File: config.mk
export PLATFORM = sky130hd
export DESIGN_NAME = lcd_cmd_device_flat
export DESIGN_NICKNAME = d
export VERILOG_FILES = /design/src/logic/lcd_cmd_pkg.sv /design/src/logic/lcd_cmd_if.sv /design/src/logic/lcd_cmd_device.sv /design/src/flat_wrapper.sv
export VERILOG_INCLUDE_DIRS = /design/src /design/src/logic
export SDC_FILE = /design/constraint.sdc
export NUM_CORES = 1
export LEC_CHECK = 0
export BUFFER_PORTS_ARGS = -buffer_cell sky130_fd_sc_hd__buf_2
export CAP_MARGIN = 25
export CELL_PAD_IN_SITES_DETAIL_PLACEMENT = 0
export CELL_PAD_IN_SITES_GLOBAL_PLACEMENT = 2
export CORE_AREA = 5 5 285 314
export CTS_BUF_LIST = sky130_fd_sc_hd__clkbuf_4 sky130_fd_sc_hd__clkbuf_8
export DETAILED_ROUTE_END_ITERATION = 6
export DIE_AREA = 0 0 290 319
export PLACE_DENSITY_LB_ADDON = 0.25
export SKIP_CTS_REPAIR_TIMING = 1
export SYNTH_ARGS = -nofsm -noshare
export SYNTH_HDL_FRONTEND = slang
export SYNTH_SLANG_ARGS = --single-unit
File: constraint.sdc
create_clock -name REF_CLK -period 3.1 [get_ports REF_CLK]
set_input_delay 0 -clock REF_CLK [delete_from_list [all_inputs] [get_ports REF_CLK]]
set_output_delay 0 -clock REF_CLK [all_outputs]
set_load 0.05 [all_outputs]
File: src/logic/lcd_cmd_map.svh
// Command codes, field positions and reset values of the command decoder
`ifndef LCD_CMD_MAP_SVH
`define LCD_CMD_MAP_SVH
`define CMD_BIAS_9 8'ha2
`define CMD_BIAS_7 8'ha3
`define CMD_ALL_NORMAL 8'ha4
`define CMD_ALL_ON 8'ha5
`define CMD_DISP_OFF 8'hae
`define CMD_DISP_ON 8'haf
`define CMD_IND_OFF 8'hac
`define CMD_IND_ON 8'had
`define CMD_CONTRAST_MODE 8'h81
`define CMD_RMW 8'he0
`define CMD_RMW_END 8'hee
`define CMD_SOFT_RESET 8'he2
`define CMD_NOP 8'he3
`define SCAN_NIBBLE 4'hc
`define SCAN_DIR_BIT 3
`define SUPPLY_PREFIX 5'b00101
`define RATIO_PREFIX 5'b00100
`define COL_HI_NIBBLE 4'h1
`define COL_LO_NIBBLE 4'h0
`define COL_WIDTH 8
`define RST_RATIO 3'h0
`define RST_CONTRAST 6'h00
`define RST_IND 2'h0
`define RST_SUPPLY 3'h0
`endif

File: src/logic/lcd_cmd_pkg.sv
// Types used by the controller end of the command link
package lcd_cmd_pkg;
    typedef enum logic [1:0] {
        PEND_NONE = 2'b00,
        PEND_CONTRAST = 2'b01,
        PEND_IND = 2'b11
    } pend_t;
    typedef enum logic [1:0] {
        PWR_RUN = 2'b00,
        PWR_SLEEP = 2'b01,
        PWR_STANDBY = 2'b11
    } pwr_t;
endpackage

File: src/logic/lcd_cmd_if.sv
// Byte port between host and display controller
`timescale 1ns/1ps
interface lcd_cmd_if;
    logic wr_stb;
    logic command_data_select;
    logic rd_stb;
    logic [7:0] wdata;
    logic [7:0] rdata;
    modport device (
        input wr_stb,
        input command_data_select,
        input rd_stb,
        input wdata,
        output rdata
    );
    modport host (
        output wr_stb,
        output command_data_select,
        output rd_stb,
        output wdata,
        input rdata
    );
endinterface

File: src/logic/lcd_cmd_device.sv
// Display controller end: command decoder and setting registers
// Function
// - 0xA2/0xA3 pick bias, valid with follower on
// - RMW mode: reads hold column, writes increment
// - End restores saved column, leaves RMW
// - Host sends no column set in RMW
// - Soft reset restores registers, keeps memory
// - Host uses hardware reset at power-up
// - 0xCx byte bit3 selects common direction
// - 00101 byte bits enable booster, regulator, follower
// - 00100 byte stores regulator gain code
// - After 0x81 only contrast value accepted
// - Contrast value low six bits stored
// - 0xAC indicator off, 0xAD on pending
// - After 0xAD only indicator value accepted
// - Indicator value stores two blink bits
// - Indicator changed only by own commands and soft reset
// - All-on while display off enters low power
// - Indicator off gives sleep, on standby
// - Memory kept and served in low power
// - All-on off form leaves low power
// - 0xA5 forces all pixels on while the display runs
// - Soft reset in standby moves to sleep
// - Display-off output low in low power
`timescale 1ns/1ps
`include "lcd_cmd_map.svh"
module lcd_cmd_device #(
    parameter int COLS = 132
) (
    input wire logic REF_CLK,
    input wire logic NRST,
    lcd_cmd_if.device BUS,
    output logic BIAS_SEVENTH,
    output logic BOOSTER_ON,
    output logic REGULATOR_ON,
    output logic FOLLOWER_ON,
    output logic [2:0] REGULATOR_GAIN_RATIO,
    output logic [5:0] LCD_CONTRAST_LEVEL,
    output logic [1:0] INDICATOR_BLINK_SELECT,
    output logic COMMON_SCAN_REVERSE,
    output logic DISPLAY_ON,
    output logic ALL_PIXELS_ON,
    output logic RMW_ACTIVE,
    output logic [7:0] COLUMN,
    output logic [1:0] POWER_STATE,
    output logic DISPLAY_OFF_OUT_N
);
    logic [7:0] wdata;
    logic cmd_stb;
    logic data_wr;
    logic data_rd;
    logic bias_q;
    logic [2:0] supply_q;
    logic [2:0] ratio_q;
    logic [5:0] contrast_q;
    logic [1:0] ind_q;
    logic scan_q;
    logic disp_on_q;
    logic all_on_q;
    logic rmw_q;
    logic [7:0] col_q;
    logic [7:0] col_save_q;
    logic [7:0] mem_q [COLS];
    logic [7:0] rdata_q;
    lcd_cmd_pkg::pend_t pend_q;
    lcd_cmd_pkg::pwr_t pwr_q;
    logic soft_rst;

    // Strobe decode; both strobes are same-clock pulses from the host
    assign wdata = BUS.wdata;
    assign cmd_stb = BUS.wr_stb && !BUS.command_data_select;
    assign data_wr = BUS.wr_stb && BUS.command_data_select;
    assign data_rd = BUS.rd_stb && BUS.command_data_select;
    assign soft_rst = cmd_stb && pend_q == lcd_cmd_pkg::PEND_NONE
        && wdata == `CMD_SOFT_RESET;

    // Pending second byte of two-byte commands
    always_ff @(posedge REF_CLK)
    begin
        if (!NRST)
            pend_q <= lcd_cmd_pkg::PEND_NONE;
        else if (cmd_stb)
        begin
            case (pend_q)
                lcd_cmd_pkg::PEND_NONE:
                    if (wdata == `CMD_CONTRAST_MODE)
                        pend_q <= lcd_cmd_pkg::PEND_CONTRAST;
                    else if (wdata == `CMD_IND_ON)
                        pend_q <= lcd_cmd_pkg::PEND_IND;
                lcd_cmd_pkg::PEND_CONTRAST: pend_q <= lcd_cmd_pkg::PEND_NONE;
                lcd_cmd_pkg::PEND_IND: pend_q <= lcd_cmd_pkg::PEND_NONE;
                default: pend_q <= lcd_cmd_pkg::PEND_NONE;
            endcase
        end
    end

    // Value bytes of two-byte commands
    always_ff @(posedge REF_CLK)
    begin
        if (!NRST || soft_rst)
        begin
            contrast_q <= `RST_CONTRAST;
            ind_q <= `RST_IND;
        end
        else if (cmd_stb && pend_q == lcd_cmd_pkg::PEND_CONTRAST)
            contrast_q <= wdata[5:0];
        else if (cmd_stb && pend_q == lcd_cmd_pkg::PEND_IND)
            ind_q <= wdata[1:0];
        else if (cmd_stb && pend_q == lcd_cmd_pkg::PEND_NONE && wdata == `CMD_IND_OFF)
            ind_q <= `RST_IND;
    end

    // One-byte settings; unknown codes fall through untouched
    always_ff @(posedge REF_CLK)
    begin
        if (!NRST || soft_rst)
        begin
            bias_q <= 1'b0;
            supply_q <= `RST_SUPPLY;
            ratio_q <= `RST_RATIO;
            scan_q <= 1'b0;
            disp_on_q <= 1'b0;
            all_on_q <= 1'b0;
        end
        else if (cmd_stb && pend_q == lcd_cmd_pkg::PEND_NONE)
        begin
            if (wdata == `CMD_BIAS_9 || wdata == `CMD_BIAS_7)
                bias_q <= wdata[0];
            else if (wdata == `CMD_ALL_NORMAL || wdata == `CMD_ALL_ON)
                all_on_q <= wdata[0];
            else if (wdata == `CMD_DISP_OFF || wdata == `CMD_DISP_ON)
                disp_on_q <= wdata[0];
            else if (wdata[7:4] == `SCAN_NIBBLE)
                scan_q <= wdata[`SCAN_DIR_BIT];
            else if (wdata[7:3] == `SUPPLY_PREFIX)
                supply_q <= wdata[2:0];
            else if (wdata[7:3] == `RATIO_PREFIX)
                ratio_q <= wdata[2:0];
        end
    end

    // Power save: all-on while off enters, all-on normal leaves
    always_ff @(posedge REF_CLK)
    begin
        if (!NRST)
            pwr_q <= lcd_cmd_pkg::PWR_RUN;
        else if (soft_rst && pwr_q == lcd_cmd_pkg::PWR_STANDBY)
            pwr_q <= lcd_cmd_pkg::PWR_SLEEP;
        else if (cmd_stb && pend_q == lcd_cmd_pkg::PEND_NONE)
        begin
            if (wdata == `CMD_ALL_ON && !disp_on_q)
                pwr_q <= (ind_q == `RST_IND) ? lcd_cmd_pkg::PWR_SLEEP
                    : lcd_cmd_pkg::PWR_STANDBY;
            else if (wdata == `CMD_ALL_NORMAL)
                pwr_q <= lcd_cmd_pkg::PWR_RUN;
        end
    end

    // Read-modify-write mode and saved column
    always_ff @(posedge REF_CLK)
    begin
        if (!NRST || soft_rst)
        begin
            rmw_q <= 1'b0;
            col_save_q <= 8'h00;
        end
        else if (cmd_stb && pend_q == lcd_cmd_pkg::PEND_NONE && wdata == `CMD_RMW)
        begin
            rmw_q <= 1'b1;
            col_save_q <= col_q;
        end
        else if (cmd_stb && pend_q == lcd_cmd_pkg::PEND_NONE && wdata == `CMD_RMW_END)
            rmw_q <= 1'b0;
    end

    // Column pointer: set, restore, auto-increment capped at last column
    always_ff @(posedge REF_CLK)
    begin
        if (!NRST || soft_rst)
            col_q <= 8'h00;
        else if (cmd_stb && pend_q == lcd_cmd_pkg::PEND_NONE && wdata == `CMD_RMW_END)
            col_q <= col_save_q;
        else if (cmd_stb && pend_q == lcd_cmd_pkg::PEND_NONE
            && wdata[7:4] == `COL_HI_NIBBLE)
            col_q <= {wdata[3:0], col_q[3:0]};
        else if (cmd_stb && pend_q == lcd_cmd_pkg::PEND_NONE
            && wdata[7:4] == `COL_LO_NIBBLE)
            col_q <= {col_q[7:4], wdata[3:0]};
        else if ((data_wr || (data_rd && !rmw_q)) && col_q < 8'(COLS - 1))
            col_q <= col_q + 8'h01;
    end

    // Display memory, served in every power state
    always_ff @(posedge REF_CLK)
    begin
        if (data_wr && col_q < 8'(COLS))
            mem_q[col_q] <= wdata;
    end

    // Read data register
    always_ff @(posedge REF_CLK)
    begin
        if (!NRST)
            rdata_q <= 8'h00;
        else if (data_rd)
            rdata_q <= (col_q < 8'(COLS)) ? mem_q[col_q] : 8'h00;
    end

    assign BUS.rdata = rdata_q;
    assign BIAS_SEVENTH = bias_q;
    assign BOOSTER_ON = supply_q[2];
    assign REGULATOR_ON = supply_q[1];
    assign FOLLOWER_ON = supply_q[0];
    assign REGULATOR_GAIN_RATIO = ratio_q;
    assign LCD_CONTRAST_LEVEL = contrast_q;
    assign INDICATOR_BLINK_SELECT = ind_q;
    assign COMMON_SCAN_REVERSE = scan_q;
    assign DISPLAY_ON = disp_on_q && pwr_q == lcd_cmd_pkg::PWR_RUN;
    assign ALL_PIXELS_ON = all_on_q && pwr_q == lcd_cmd_pkg::PWR_RUN;
    assign RMW_ACTIVE = rmw_q;
    assign COLUMN = col_q;
    assign POWER_STATE = pwr_q;
    assign DISPLAY_OFF_OUT_N = pwr_q == lcd_cmd_pkg::PWR_RUN;
endmodule

File: src/flat_wrapper.sv
// flat-port wrapper written by rule: the top's interface ports become plain ports
module lcd_cmd_device_flat 
#(
    parameter int COLS = 132
)
  (REF_CLK, NRST, BIAS_SEVENTH, BOOSTER_ON, REGULATOR_ON, FOLLOWER_ON, REGULATOR_GAIN_RATIO, LCD_CONTRAST_LEVEL, INDICATOR_BLINK_SELECT, COMMON_SCAN_REVERSE, DISPLAY_ON, ALL_PIXELS_ON, RMW_ACTIVE, COLUMN, POWER_STATE, DISPLAY_OFF_OUT_N, BUS_wr_stb, BUS_command_data_select, BUS_rd_stb, BUS_wdata, BUS_rdata);
  lcd_cmd_if BUS_i ();
  input wire logic REF_CLK;
  input wire logic NRST;
  output logic BIAS_SEVENTH;
  output logic BOOSTER_ON;
  output logic REGULATOR_ON;
  output logic FOLLOWER_ON;
  output logic [2:0] REGULATOR_GAIN_RATIO;
  output logic [5:0] LCD_CONTRAST_LEVEL;
  output logic [1:0] INDICATOR_BLINK_SELECT;
  output logic COMMON_SCAN_REVERSE;
  output logic DISPLAY_ON;
  output logic ALL_PIXELS_ON;
  output logic RMW_ACTIVE;
  output logic [7:0] COLUMN;
  output logic [1:0] POWER_STATE;
  output logic DISPLAY_OFF_OUT_N;
  input wire logic [$bits(BUS_i.wr_stb)-1:0] BUS_wr_stb;
  input wire logic [$bits(BUS_i.command_data_select)-1:0] BUS_command_data_select;
  input wire logic [$bits(BUS_i.rd_stb)-1:0] BUS_rd_stb;
  input wire logic [$bits(BUS_i.wdata)-1:0] BUS_wdata;
  output wire logic [$bits(BUS_i.rdata)-1:0] BUS_rdata;
  assign BUS_i.wr_stb = BUS_wr_stb;
  assign BUS_i.command_data_select = BUS_command_data_select;
  assign BUS_i.rd_stb = BUS_rd_stb;
  assign BUS_i.wdata = BUS_wdata;
  assign BUS_rdata = BUS_i.rdata;
  lcd_cmd_device #(.COLS(COLS)) u_core (.REF_CLK(REF_CLK), .NRST(NRST), .BUS(BUS_i), .BIAS_SEVENTH(BIAS_SEVENTH), .BOOSTER_ON(BOOSTER_ON), .REGULATOR_ON(REGULATOR_ON), .FOLLOWER_ON(FOLLOWER_ON), .REGULATOR_GAIN_RATIO(REGULATOR_GAIN_RATIO), .LCD_CONTRAST_LEVEL(LCD_CONTRAST_LEVEL), .INDICATOR_BLINK_SELECT(INDICATOR_BLINK_SELECT), .COMMON_SCAN_REVERSE(COMMON_SCAN_REVERSE), .DISPLAY_ON(DISPLAY_ON), .ALL_PIXELS_ON(ALL_PIXELS_ON), .RMW_ACTIVE(RMW_ACTIVE), .COLUMN(COLUMN), .POWER_STATE(POWER_STATE), .DISPLAY_OFF_OUT_N(DISPLAY_OFF_OUT_N));
endmodule
==> results.sh <==
export IMPL_clkLatencyLatePin_ns=0.83
export IMPL_ant_nets=0
export IMPL_chipHeight_um=319
export IMPL_pre_cts_slack_ns=0.178
export IMPL_ir_drop_uv=394
export IMPL_hold_path_class="input port to register"
export IMPL_root_buffer="clkbuf_8"
export IMPL_port_buffers=50
export IMPL_async_reset_ff_share_pct=0
export IMPL_ys_types=60
export IMPL_r2r_setup_slack_ns=0.18
export IMPL_die_x_um=290
export IMPL_grt_remaining_overflow=0
export IMPL_hold_violations=0
export IMPL_routabilityCongestion=0.878
export IMPL_die_area_um2=92500
export IMPL_clk_path_buf_depth=3
export IMPL_critPathArrivalTime_ns=3.70
export IMPL_slew_violations=0
export IMPL_synth_flop_cell="edfxtp_1"
export IMPL_r2r_cells=10
export IMPL_htree_levels=4
export IMPL_worstPathRequired_ns=3.87
export IMPL_cp_end_kind="register"
export IMPL_p_per_area_nw_per_um2=593
export IMPL_ys_seq_area_share_pct=75.3
export IMPL_status="complete, no violations"
export IMPL_setup_slack_ns=0.177
export IMPL_crit_family="compound AO/OA/AOI/OAI gates"
export IMPL_path_class="register to register"
export IMPL_rows=113
export IMPL_cts_buffers=173
export IMPL_ys_warnings_count=0
export IMPL_max_freq_ghz=0.342
export IMPL_setup_tns_ns=0
export IMPL_critPathSlowestCell="dfxtp_4"
export IMPL_cap_violations=0
export IMPL_cts_tree="yes"
export IMPL_coreArea_um2=86000
export IMPL_fin_crit_sh_pct=94.3
export IMPL_start_util_pct=50.5
export IMPL_rsz0062_at_grt="no"
export IMPL_dpl_cell_count=3676
export IMPL_drtIter0Drc=2273
export IMPL_synth_nets=2393
export IMPL_crit_reg2reg_capture="u_core.BUS.rdata[5]"
export IMPL_finalClockSkew_ns=0.0375
export IMPL_max_stage_delay_ns=0.58
export IMPL_clk_transition_reported_paths_ns=0.06
export IMPL_via_count=23600
export IMPL_cp_depth=10
export IMPL_drc=0
export IMPL_areaGrowthSynthToFinish_pct=15.5
export IMPL_relSlewSlack_pct=31.3
export IMPL_synth_seq_cells=1103
export IMPL_setup_viol=0
export IMPL_crit_end="u_core.BUS.rdata[5]"
export IMPL_path_max_fanout=34
export IMPL_grt_pass1_vias=24300
export IMPL_cts_sinks=1103
export IMPL_syn_cell_area_um2=43400
export IMPL_crit_start="u_core.COLUMN[1]"
export IMPL_routed_via_density=5.90
export IMPL_hpwlAfterDp_um=72100
export IMPL_p_leak_nw=15.8
export IMPL_tightest_slew_ns=1.03
export IMPL_antenna_found_initial=1
export IMPL_layout_nets=2736
export IMPL_reg2reg_from="u_core.COLUMN[1]"
export IMPL_synth_cells=2376
export IMPL_start_kind="register"
export IMPL_synth_edf_count=1056
export IMPL_io_pin_count=51
export IMPL_period_needed_ns=2.92
export IMPL_drt_wl_total_um=110000
export IMPL_grt_use_total_pct=23.6
export IMPL_avgSynthCellArea_um2=18.3
export IMPL_grt_max_degree=130
export IMPL_detail_route_wl_per_cell_um=27.5
export IMPL_crit_path_cell_trace="buf_12 > buf_12 > buf_4 > mux2i_1 > a22oi_1 > a21oi_1 > a31oi_1 > nand3_1 > a31oi_1 > a221o_1"
export IMPL_fin_cells=4008
export IMPL_drt_first_pass_iters=5
export IMPL_post_route_cells_drive_above_1_share_pct=26.0
export IMPL_grt_pass1_wl_um=162000
export IMPL_path_buf_inv=3
## state kept, by name, summed over array words and instances (netlist names), 2 cells and up
register / flops
u_core.BUS.rdata: 8
u_core.COLUMN: 8
u_core.INDICATOR_BLINK_SELECT: 2
u_core.LCD_CONTRAST_LEVEL: 6
u_core.POWER_STATE: 2
u_core.REGULATOR_GAIN_RATIO: 3
u_core.col_save_q: 8
u_core.mem_q: 1056
u_core.pend_q: 2
u_core.supply_q: 3
## synthesized netlist by cell type (3+ instances only)
| master | instances | area [um2] |
|---|---|---|
| buf_1 | 6 | 22.5 |
| nand3_1 | 88 | 440 |
| clkbuf_1 | 70 | 263 |
| mux2i_1 | 261 | 2610 |
| xnor2_1 | 3 | 26.3 |
| buf_2 | 59 | 295 |
| edfxtp_1 | 1056 | 31700 |
| nand3b_1 | 3 | 22.5 |
| a31oi_1 | 28 | 175 |
| buf_6 | 7 | 78.8 |
| nand2b_1 | 3 | 18.8 |
| o21ai_1 | 5 | 25.0 |
| a22oi_1 | 126 | 946 |
| ha_1 | 4 | 50.1 |
| a221o_1 | 5 | 50.1 |
| inv_1 | 10 | 37.5 |
| nand4_1 | 18 | 113 |
| nor3_1 | 13 | 65.1 |
| nor2_1 | 185 | 694 |
| or3_1 | 4 | 25.0 |
| a21oi_1 | 32 | 160 |
| a22o_1 | 3 | 26.3 |
| a211oi_1 | 6 | 45.0 |
| o21ai_0 | 7 | 35.0 |
| mux4_2 | 159 | 3580 |
| and2_1 | 5 | 31.3 |
| nor4_1 | 5 | 31.3 |
| nand2_1 | 106 | 398 |
| a221oi_1 | 4 | 35.0 |
| dfxtp_1 | 47 | 941 |
| mux2_2 | 3 | 33.8 |
| nor2b_1 | 11 | 68.8 |
## per-layer routing
layer	vias up	share of wire, %	track usage (%)	wire (um)
met1	12300	40	31.8	44600
met5	-	0	0	0
li1	10300	-	-	-
met3	192	6.3	4.24	7000
met2	850	50	39.3	54800
met4	0	3.5	8.34	3840
## worst register-to-register path: stages (launching register included)
cell	delay (ns)
dfxtp_4	0.58
buf_12	0.24
buf_12	0.28
buf_4	0.27
mux2i_1	0.11
a22oi_1	0.21
a21oi_1	0.10
a31oi_1	0.32
nand3_1	0.36
a31oi_1	0.27
a221o_1	0.13
## power by group
part	internal [W]	leakage, nW	total, W	switching [W]
Combinational	0.000577	4.19	0.00160	0.00102
Clock	0.00615	1.76	0.0117	0.00556
Sequential	0.0163	9.87	0.0164	0.0000383
Total	0.0231	15.8	0.0297	0.00662
## worst min path at each step
| stage | from | end | slack, ns | depth (start not counted) |
|---|---|---|---|---|
| 2_1_floorplan | BUS_wdata[0] | u_core.mem_q[0][0] | 0.1 | 0 |
| 3_3_place_gp | NRST | u_core.BIAS_SEVENTH | 0.34 | 3 |
| 3_5_place_dp | NRST | u_core.BIAS_SEVENTH | 0.35 | 3 |
| 4_1_cts | NRST | u_core.POWER_STATE[0] | -0.57 | 2 |
| 5_1_grt | BUS_wdata[4] | u_core.mem_q[5][4] | 0.04 | 2 |
| 6_report | BUS_wdata[4] | u_core.mem_q[5][4] | 0.08 | 2 |
## through the flow
stage	hold WS, ns	total power (W)	cell area [um2]	util (%)
final	0.0810	0.0297	50100	58.3
after global routing	0.0427	0.0308	50100	58.3
after CTS	-0.572	0.0300	49900	58.1
after detailed placement	0.346	0.0183	46600	54.2
after global placement	0.338	0.0183	46600	54.2
after floorplan	0.0989	0.0176	43400	-
## cells in the final DEF, fill, tap and decap left out, types with 5 or more instances in the layout
cell type | synthesis | routed
nand4_1 | 18 | 18
nand2_1 | 106 | 106
clkinv_1 | 1 | 43
a221o_1 | 5 | 5
nand3_1 | 88 | 88
a21oi_1 | 32 | 32
nor3_1 | 13 | 13
dlygate4sd3_1 | 0 | 18
a22oi_1 | 126 | 126
buf_4 | 1 | 227
buf_12 | 0 | 24
buf_2 | 59 | 42
nor4_1 | 5 | 5
a211oi_1 | 6 | 6
inv_1 | 10 | 10
clkinv_2 | 0 | 20
mux2i_1 | 261 | 261
clkbuf_4 | 0 | 57
o21ai_0 | 7 | 7
edfxtp_1 | 1056 | 1056
nor2b_1 | 11 | 8
dfxtp_1 | 47 | 43
clkbuf_8 | 0 | 175
nor2_1 | 185 | 184
a31oi_1 | 28 | 28
mux4_2 | 159 | 159
## layout make-up
cell class / count / area, um2
multi-input cells: 1119 / 10100
flip-flops and latches: 1103 / 32700
diodes: 4 / 10.0
clock inverters: 78 / 480
well taps: 1150 / 1440
fillers: 6591 / 35900
inverters: 11 / 41.3
repair buffers: 311 / 2570
clock buffers: 232 / 2840
## logic make-up (layout without fill, tap and decap cells)
logic type	Yosys count	count (layout)	synth area share, %
muxes	423	423	14.4
and+or+nand+nor	457	457	4.76
DFF	1103	1103	75.3
adders and majority gates	4	4	0.115
other	0	4	0
buffers and inverters	154	632	1.63
xor gates and xnor gates	4	4	0.0808
AOI/OAI and AO/OA	231	231	3.78
No activity file was read; power rests on OpenSTA's default activity.
